### src/rtl/dma_pkg.sv
// Package: register layout, field encodings and reset values of the arbiter control block
package dma_pkg;
    // Register offset of the second arbiter control word
    localparam logic [7:0]  DMA_CTL2_OFS       = 8'h04;
    // Field positions
    localparam int          DMA_WB_LIM_LSB     = 28;
    localparam int          DMA_SB_LIM_LSB     = 26;
    localparam int          DMA_P5_LIM_LSB     = 18;
    localparam int          DMA_FC_LIM_LSB     = 16;
    localparam int          DMA_TRICKLE_BIT    = 12;
    localparam int          DMA_LP_RD_LSB      = 9;
    localparam int          DMA_HP_RD_LSB      = 4;
    localparam int          DMA_ISOCH_BIT      = 3;
    localparam int          DMA_TAG_WM_LSB     = 0;
    // Writable bits: 31,29:26,19:16,13,12,11,10:9,5:4,3,1:0; bit 2 is treated as must-be-zero
    localparam logic [31:0] DMA_CTL2_WMASK     = 32'hbc0f_3e3b;
    // Value after reset: limits 4,4,4,2, LP reads 4, HP reads 128, tag watermark 8
    localparam logic [31:0] DMA_CTL2_RESET     = 32'h2809_0600;
    // Burst counter width covers the largest limit of 16
    localparam int          DMA_CNT_W          = 5;
    localparam int          DMA_NUM_CLIENTS    = 4;
    // Client indices
    localparam int          DMA_CL_WB          = 0;
    localparam int          DMA_CL_SB          = 1;
    localparam int          DMA_CL_P5          = 2;
    localparam int          DMA_CL_FC          = 3;
    // Arbiter states
    typedef enum logic [1:0]
    {
        DMA_IDLE  = 2'b01,
        DMA_BURST = 2'b10
    } dma_state_t;
endpackage : dma_pkg

### src/rtl/dma_arb_ctl.sv
// Display memory arbiter control: register, burst limits, in-flight limits, priority gating
// What this block does
// - Write-back client burst limited 1/2/4/8, default 4
// - State-buffer client burst limited 1/2/4/8, default 4
// - Fifth client burst limited 1/2/4/16, default 4
// - Frame-compression burst limited 1/2/4/8, default 2
// - Trickle bit: high-priority request allows all trickle
// - Low-priority reads in flight at most 1..4
// - High-priority reads in flight at most 128..16
// - Isochronous enable: demote at transition watermark
// - No watermark enabled: demote when buffer full
// - Only primary instance isochronous bit takes effect
// - Tag watermark encodes 8/16/32, 11b reserved
// - High priority starts only at tag level >= watermark
`timescale 1ns/1ns
`default_nettype none
module dma_arb_ctl
    import dma_pkg::*;
#(
    parameter bit PRIMARY = 1'b1
)
(
    // Clock and reset
    input  wire logic                       clk_sys_i,
    input  wire logic                       rst_n_i,
    // Register port
    input  wire logic                       reg_wr_i,
    input  wire logic                       reg_rd_i,
    input  wire logic [7:0]                 reg_addr_i,
    input  wire logic [31:0]                reg_wdata_i,
    output logic      [31:0]                reg_rdata_o,
    // Isochronous enable from the primary instance
    input  wire logic                       isoch_primary_i,
    output logic                            isoch_enable_o,
    // Low-priority write clients
    input  wire logic [DMA_NUM_CLIENTS-1:0] client_req_i,
    output logic      [DMA_NUM_CLIENTS-1:0] client_gnt_o,
    // Read transaction accounting
    input  wire logic                       lp_rd_req_i,
    output logic                            lp_rd_ok_o,
    input  wire logic                       lp_rd_done_i,
    input  wire logic                       hp_rd_req_i,
    output logic                            hp_rd_ok_o,
    input  wire logic                       hp_rd_done_i,
    input  wire logic [5:0]                 tag_level_i,
    // Trickle feed
    input  wire logic [DMA_NUM_CLIENTS-1:0] client_hp_i,
    output logic                            trickle_allow_o,
    // Isochronous demotion
    input  wire logic                       trans_wm_en_i,
    input  wire logic                       trans_wm_hit_i,
    input  wire logic                       buf_full_i,
    output logic                            demote_o,
    // Status
    output logic      [7:0]                 lp_inflight_o,
    output logic      [7:0]                 hp_inflight_o
);

    // Control word, arbitration state and counters
    logic [31:0]          ctl_q;
    logic [31:0]          ctl_d;
    logic [31:0]          rdata_d;
    dma_state_t           state_q;
    logic [1:0]           owner_q;
    logic [DMA_CNT_W-1:0] burst_q;
    logic [7:0]           lp_cnt_q;
    logic [7:0]           lp_cnt_d;
    logic [7:0]           hp_cnt_q;
    logic [7:0]           hp_cnt_d;
    logic [1:0]           rr_q;
    // Decoded fields, limits and gates
    logic [1:0]           wb_code;
    logic [1:0]           sb_code;
    logic [1:0]           p5_code;
    logic [1:0]           fc_code;
    logic [1:0]           pick;
    logic                 pick_v;
    logic [DMA_CNT_W-1:0] limit_cur;
    logic [7:0]           lp_lim;
    logic [7:0]           hp_lim;
    logic [5:0]           tag_wm;
    logic                 lp_go;
    logic                 hp_go;
    logic                 at_limit;
    logic                 owner_left;
    logic                 end_burst;

    // Burst limit decode; large code differs only for the fifth client
    function automatic logic [DMA_CNT_W-1:0] burst_lim(input logic [1:0] code, input logic big16);
        case (code)
            2'b00:   burst_lim = 5'd1;
            2'b01:   burst_lim = 5'd2;
            2'b10:   burst_lim = 5'd4;
            default: burst_lim = big16 ? 5'd16 : 5'd8;
        endcase
    endfunction : burst_lim

    // Register write; masked bits stay zero
    always_ff @(posedge clk_sys_i or negedge rst_n_i)
    begin
        if (!rst_n_i)
            ctl_q <= DMA_CTL2_RESET;
        else
            ctl_q <= ctl_d;
    end

    // Next control word; bits outside the mask stay zero
    always_comb
    begin
        ctl_d = ctl_q;
        if (reg_wr_i && reg_addr_i == DMA_CTL2_OFS)
            ctl_d = reg_wdata_i & DMA_CTL2_WMASK;
    end

    // Read data from a flop; unmapped offsets read zero
    always_ff @(posedge clk_sys_i or negedge rst_n_i)
    begin
        if (!rst_n_i)
            reg_rdata_o <= 32'h0000_0000;
        else if (reg_rd_i)
            reg_rdata_o <= rdata_d;
    end

    // Read mux; unmapped offsets read zero
    always_comb
    begin
        if (reg_addr_i == DMA_CTL2_OFS)
            rdata_d = ctl_q;
        else
            rdata_d = 32'h0000_0000;
    end

    // Secondary instances ignore their own bit
    assign isoch_enable_o = PRIMARY ? ctl_q[DMA_ISOCH_BIT] : isoch_primary_i;

    // Demotion at watermark, or at full buffer without one
    assign demote_o = isoch_enable_o && (trans_wm_en_i ? trans_wm_hit_i : buf_full_i);

    // Trickle permission follows any high-priority request
    assign trickle_allow_o = ctl_q[DMA_TRICKLE_BIT] && (|client_hp_i);

    // Field views of the burst limit codes
    assign wb_code = ctl_q[DMA_WB_LIM_LSB +: 2];
    assign sb_code = ctl_q[DMA_SB_LIM_LSB +: 2];
    assign p5_code = ctl_q[DMA_P5_LIM_LSB +: 2];
    assign fc_code = ctl_q[DMA_FC_LIM_LSB +: 2];

    // In-flight limits; HP code counts down from 128
    assign lp_lim = 8'd1 + {6'd0, ctl_q[DMA_LP_RD_LSB +: 2]};
    assign hp_lim = 8'd128 >> ctl_q[DMA_HP_RD_LSB +: 2];
    // Reserved code 11b treated as the 32-tag setting
    // Strictest level chosen so a bad code never loosens the gate
    always_comb
    begin
        case (ctl_q[DMA_TAG_WM_LSB +: 2])
            2'b00:   tag_wm = 6'd8;
            2'b01:   tag_wm = 6'd16;
            default: tag_wm = 6'd32;
        endcase
    end

    assign lp_go      = lp_cnt_q < lp_lim;
    assign hp_go      = (hp_cnt_q < hp_lim) && (tag_level_i >= tag_wm);
    assign lp_rd_ok_o = lp_go;
    assign hp_rd_ok_o = hp_go;
    assign lp_inflight_o = lp_cnt_q;
    assign hp_inflight_o = hp_cnt_q;

    // Next low-priority count; a stray completion at zero is ignored
    always_comb
    begin
        lp_cnt_d = lp_cnt_q;
        if (lp_rd_req_i && lp_go)
            lp_cnt_d = lp_cnt_d + 8'd1;
        if (lp_rd_done_i && lp_cnt_q != 8'd0)
            lp_cnt_d = lp_cnt_d - 8'd1;
    end

    // Low-priority outstanding count
    always_ff @(posedge clk_sys_i or negedge rst_n_i)
    begin
        if (!rst_n_i)
            lp_cnt_q <= 8'd0;
        else
            lp_cnt_q <= lp_cnt_d;
    end

    // Next high-priority count; issue and completion may share a cycle
    always_comb
    begin
        hp_cnt_d = hp_cnt_q;
        if (hp_rd_req_i && hp_go)
            hp_cnt_d = hp_cnt_d + 8'd1;
        if (hp_rd_done_i && hp_cnt_q != 8'd0)
            hp_cnt_d = hp_cnt_d - 8'd1;
    end

    // High-priority outstanding count
    // Counter width leaves room above the largest limit of 128
    always_ff @(posedge clk_sys_i or negedge rst_n_i)
    begin
        if (!rst_n_i)
            hp_cnt_q <= 8'd0;
        else
            hp_cnt_q <= hp_cnt_d;
    end

    // Limit of the current owner
    always_comb
    begin
        case (owner_q)
            2'd0:    limit_cur = burst_lim(wb_code, 1'b0);
            2'd1:    limit_cur = burst_lim(sb_code, 1'b0);
            2'd2:    limit_cur = burst_lim(p5_code, 1'b1);
            default: limit_cur = burst_lim(fc_code, 1'b0);
        endcase
    end

    // Round-robin pick starting after last owner
    // Starting past the owner keeps a busy client from starving others
    always_comb
    begin
        pick   = rr_q;
        pick_v = 1'b0;
        for (int i = 0; i < DMA_NUM_CLIENTS; i++)
        begin
            if (!pick_v && client_req_i[2'(rr_q + 2'(i))])
            begin
                pick   = 2'(rr_q + 2'(i));
                pick_v = 1'b1;
            end
        end
    end

    // Burst ends at the limit or when the owner drops its request
    assign at_limit   = (burst_q + 5'd1) >= limit_cur;
    assign owner_left = !client_req_i[owner_q];
    assign end_burst  = at_limit || owner_left;

    // Grant follows the owner while its burst lasts
    // Grant drops at once when the owner withdraws
    always_comb
    begin
        client_gnt_o = '0;
        if (state_q == DMA_BURST && client_req_i[owner_q])
            client_gnt_o[owner_q] = 1'b1;
    end

    // Arbitration state; one idle cycle between bursts
    always_ff @(posedge clk_sys_i or negedge rst_n_i)
    begin
        if (!rst_n_i)
            state_q <= DMA_IDLE;
        else
        begin
            case (state_q)
                DMA_IDLE:
                begin
                    if (pick_v)
                        state_q <= DMA_BURST;
                end
                DMA_BURST:
                begin
                    // Re-arbitrate so others get a turn
                    if (end_burst)
                        state_q <= DMA_IDLE;
                end
                default:
                    state_q <= DMA_IDLE;
            endcase
        end
    end

    // Owner latched when a burst starts
    always_ff @(posedge clk_sys_i or negedge rst_n_i)
    begin
        if (!rst_n_i)
            owner_q <= 2'd0;
        else if (state_q == DMA_IDLE && pick_v)
            owner_q <= pick;
    end

    // Beats of the current burst; cleared outside a burst
    always_ff @(posedge clk_sys_i or negedge rst_n_i)
    begin
        if (!rst_n_i)
            burst_q <= '0;
        else if (state_q == DMA_BURST && !end_burst)
            burst_q <= burst_q + 5'd1;
        else
            burst_q <= '0;
    end

    // Round-robin pointer moves past the owner at burst end
    always_ff @(posedge clk_sys_i or negedge rst_n_i)
    begin
        if (!rst_n_i)
            rr_q <= 2'd0;
        else if (state_q == DMA_BURST && end_burst)
            rr_q <= owner_q + 2'd1;
    end

endmodule : dma_arb_ctl
`default_nettype wire

### config.mk
export PLATFORM = sky130hd
export DESIGN_NAME = dma_arb_ctl
export DESIGN_NICKNAME = d
export VERILOG_FILES = /design/src/rtl/dma_pkg.sv /design/src/rtl/dma_arb_ctl.sv
export SDC_FILE = /design/constraint.sdc
export NUM_CORES = 1
export LEC_CHECK = 0
export ABC_CLOCK_PERIOD_IN_PS = 4200
export BUFFER_PORTS_ARGS = -buffer_cell sky130_fd_sc_hd__buf_2
export CELL_PAD_IN_SITES_DETAIL_PLACEMENT = 1
export CELL_PAD_IN_SITES_GLOBAL_PLACEMENT = 2
export CORE_ASPECT_RATIO = 0.8
export CORE_MARGIN = 1.5
export CORE_UTILIZATION = 31
export DETAILED_ROUTE_END_ITERATION = 16
export MAX_ROUTING_LAYER = met4
export PLACE_DENSITY_LB_ADDON = 0.1
export REMOVE_ABC_BUFFERS = 1
export SYNTH_ARGS = -nofsm -noshare
export SYNTH_HDL_FRONTEND = slang
export SYNTH_SLANG_ARGS = --single-unit
### constraint.sdc
create_clock -name clk_sys_i -period 4.2 [get_ports clk_sys_i]
set_input_delay 0.42 -clock clk_sys_i [delete_from_list [all_inputs] [get_ports clk_sys_i]]
set_output_delay 0.42 -clock clk_sys_i [all_outputs]
set_load 0.03 [all_outputs]
==> flow_metrics.py <==
metrics = {
    "run_status": {
        "status": "complete, no violations",
    },
    "yosys": {
        "synth_seq_cells": 65,
        "yosys.area.top_type": "dfrtp_1",
        "yosysTopAreaCellShare": 0.372,
        "ys_top_cells_by_area": "dfrtp_1 (37%), ha_1 (8.7%), mux2_2 (6.1%), dfstp_2 (4.7%), inv_1 (3.6%)",
        "synth_top_flop_cell": "dfrtp_1",
        "synth-seq-area-share": 0.419,
        "synth-edff-count": 0,
        "avgSynthCellArea_um2": 9.91,
        "yosysUniqueCellTypes": 57,
        "syn_inst": 394,
        "synth-async-reset-ratio": 1.00,
        "yosysWarningCount": 0,
        "syn-cell-area_mm2": 0.00390,
    },
    "setup_path": {
        "cp_num_buf_inv": 1,
        "reg2reg_from": "owner_q[0]",
        "crit_chain": "inv_1 -> ha_1 -> nor3b_1 -> o41a_1 -> ha_1 -> nand2b_1 -> a21o_1 -> a21o_1 -> a21oi_1 -> o21ai_0 -> or3b_1 -> and2_1",
        "cp-start-kind": "flip-flop",
        "cpMaxStageDelayCell": "or3b_1",
        "startpoint": "owner_q[0]",
        "crit_required_ns": 4.46,
        "worst-setup-path-type": "flip-flop to flip-flop",
        "cp_slowest_stage_delay_ns": 0.48,
        "cp.arrival_ns": 3.49,
        "cp_max_fo": 7,
        "cp-end-kind": "flip-flop",
        "path_delay_family": "compound AO/OA/AOI/OAI gates",
    },
    "placed_design": {
        "gp_congestion": 0.752,
        "hpwl_um": 7290,
        "io_buffers": 95,
    },
    "power": {
        "clkPwrFrac": 0.288,
        "power.switching_mw": 1.15,
        "swShare": 0.399,
        "sequentialPowerShare": 0.332,
        "p_leak_nw": 2.27,
        "power_density_mw_per_mm2": 595,
        "comb_power_share": 0.380,
        "intPower_mw": 1.73,
        "max-vdd-ir-drop_uv": 235,
    },
    "min_path": {
        "min_path_type": "input pin to async pin",
    },
    "floorplan": {
        "die_area_mm2": 0.0133,
        "core.rowCount": 36,
        "die_w_um": 128,
        "ios": 123,
        "start_util": 0.319,
        "core-area_mm2": 0.0123,
        "die_y_um": 103,
    },
    "global_routing": {
        "busiest_layer": "met1",
        "antenna_found_initial": 0,
        "grt_first_pass_wirelength_um": 16200,
        "use_met3": 0.0453,
        "gr-usage-met2": 0.230,
        "grtUsageMet1": 0.230,
        "grtUsageTotal": 0.164,
        "grt_pass1_vias": 3143,
        "globalRoute.totalOverflow": 0,
        "grt_max_degree": 39,
    },
    "final_layout": {
        "register_area_mm2": 0.00164,
        "drive_gt1_frac": 0.305,
        "multi_input_area_mm2": 0.00204,
        "nFillCells": 1452,
        "nets": 583,
        "diodes": 0,
        "area_growth_syn_to_layout_pct": 24.0,
    },
    "clocking": {
        "cts_max_path_buffers": 2,
        "post_cts_buffers": 0,
        "clk_pin_slew_ns": 0.06,
        "insertion_delay_ns": 0.33,
        "cts_max_level": 3,
        "cts-root-buf": "clkbuf_16",
        "holdBufCountCts": 0,
        "numCtsBuffers": 9,
        "cts_tree": "built",
        "ctsResizeCount": 0,
        "clock-sinks": 65,
    },
    "timing": {
        "final_hold_viol_count": 0,
        "rsz0062_at_grt": "no",
        "setup-tns-final_ns": 0,
        "period_share": 0.768,
        "setup_viol": 0,
        "fmax_mhz": 310,
        "fin_crit_ns": 3.23,
        "holdWs_ns": 0.175,
        "worstMarginPinSlew_ns": 1.12,
        "finClkSkew_ns": 0.00341,
        "relSlewSlack": 0.252,
        "drv_slew": 0,
    },
    "detailed_routing": {
        "drc": 0,
        "vias": 3153,
        "drt_iter0_markers": 76,
        "post_drt_wl_per_cell_um": 14.8,
        "dr.pass1.iters": 4,
        "drt-vias-per-instance": 4.73,
        "drtAntennaViolNets": 0,
        "wirelength_um": 9870,
    },
    "run": {
        "cap_violations": 0,
    },
}
[cell type report]
class / instances / share of cell area
multi-input combinational: 280 / 0.421
sequential: 65 / 0.338
clock inverter: 6 / 0.0186
tap: 171 / 0.0442
inverter: 38 / 0.0295
timing repair buffer: 96 / 0.0998
clock buffer: 10 / 0.0494
[cell families after synthesis]
kind of cell,after synthesis,share of synthesized area
flip-flops,65,0.419
adder cells (fa/ha/maj),27,0.0865
other,1,0.000960
AND/OR/NAND/NOR,115,0.160
multiplexers,29,0.0843
buffers and inverters,61,0.0711
AO/OA/AOI/OAI,72,0.125
XOR/XNOR,24,0.0538
[metal layers]
metal  share of wire  up-vias
met5               0        -
met4           0.011        0
met3           0.056        9
met2            0.41       87
met1            0.53     1512
li1                -     1545
[cell usage in the layout, fill, tap and decap left out, drive strengths merged, types with 3 or more instances in the layout]
| master | count |
|---|---|
| a211oi | 4 |
| a21o | 3 |
| a21oi | 11 |
| a31oi | 4 |
| and2 | 6 |
| buf | 96 |
| clkbuf | 10 |
| conb | 13 |
| dfrtp | 58 |
| dfstp | 7 |
| ha | 27 |
| inv | 39 |
| mux2 | 21 |
| mux2i | 7 |
| nand2 | 37 |
| nand2b | 5 |
| nand3 | 11 |
| nand3b | 4 |
| nand4 | 5 |
| nor2 | 15 |
| nor2b | 6 |
| nor3 | 5 |
| nor3b | 4 |
| nor4 | 3 |
| o211ai | 4 |
| o21a | 3 |
| o21ai | 13 |
| o22ai | 20 |
| or3 | 3 |
| xnor2 | 15 |
| xor2 | 9 |
[worst paths after layout]
check                                    to  slack [ns]  cells after the start
max                              state_q[0]        0.97                     12
min                        lp_inflight_o[5]        0.17                      1
max reg2reg                      state_q[0]        0.97                     12
min reg2reg                lp_inflight_o[6]        0.50                      1
max in group asynchronous        state_q[0]        3.05                      2
min in group clk_sys_i            ctl_q[26]        0.32                      2
[metrics by stage]
stage	worst slack [ns]	total power, mW	std cells	cell area (um^2)	util
2_1_floorplan	1.34	1.73	383	3810	-
3_3_place_gp	1.02	2.04	650	4510	0.368
3_5_place_dp	0.983	2.08	650	4510	0.368
4_1_cts	0.942	2.94	666	4840	0.395
5_1_grt	0.738	3.11	666	4840	0.395
6_report	0.972	2.88	666	4840	0.395
[flip-flops by register name, summed over array words and instances (netlist names)]
name / flops
rr_q: 2
burst_q: 5
lp_inflight_o: 8
ctl_q: 19
reg_rdata_o: 19
owner_q: 2
hp_inflight_o: 8
state_q: 2
[power by group through the flow]
stage	logic, mW	registers [mW]	clock network, mW
3_5_place_dp	1.11	0.972	0
3_3_place_gp	1.07	0.965	0
2_1_floorplan	0.664	1.06	0
6_report	1.09	0.957	0.830
4_1_cts	1.11	0.960	0.861
5_1_grt	1.23	0.988	0.889
[synthesized netlist by cell type, drive strengths merged (3+ instances only)]
| cell type | instances |
|---|---|
| clkbuf | 10 |
| mux2 | 21 |
| dfrtp | 58 |
| and2 | 6 |
| a211oi | 4 |
| nor3 | 5 |
| o211ai | 4 |
| ha | 27 |
| xor2 | 9 |
| nand4 | 5 |
| or3 | 3 |
| nor4 | 3 |
| o21a | 3 |
| xnor2 | 15 |
| nand3b | 4 |
| a31oi | 4 |
| inv | 38 |
| nor3b | 4 |
| buf | 13 |
| a21o | 3 |
| nand2b | 5 |
| nor2b | 6 |
| mux2i | 7 |
| nor2 | 15 |
| dfstp | 7 |
| nand3 | 11 |
| o22ai | 20 |
| nand2 | 37 |
| a21oi | 11 |
| o21ai | 13 |
[worst reg2reg max path: stages, from the launching register on]
cell and delay, ns:
dfrtp_1 0.47, inv_1 0.12, ha_1 0.29, nor3b_1 0.17, o41a_1 0.42, ha_1 0.27, nand2b_1 0.14, a21o_1 0.17
a21o_1 0.17, a21oi_1 0.15, o21ai_0 0.11, or3b_1 0.48, and2_1 0.20
Power figures use the tool's default switching activity.
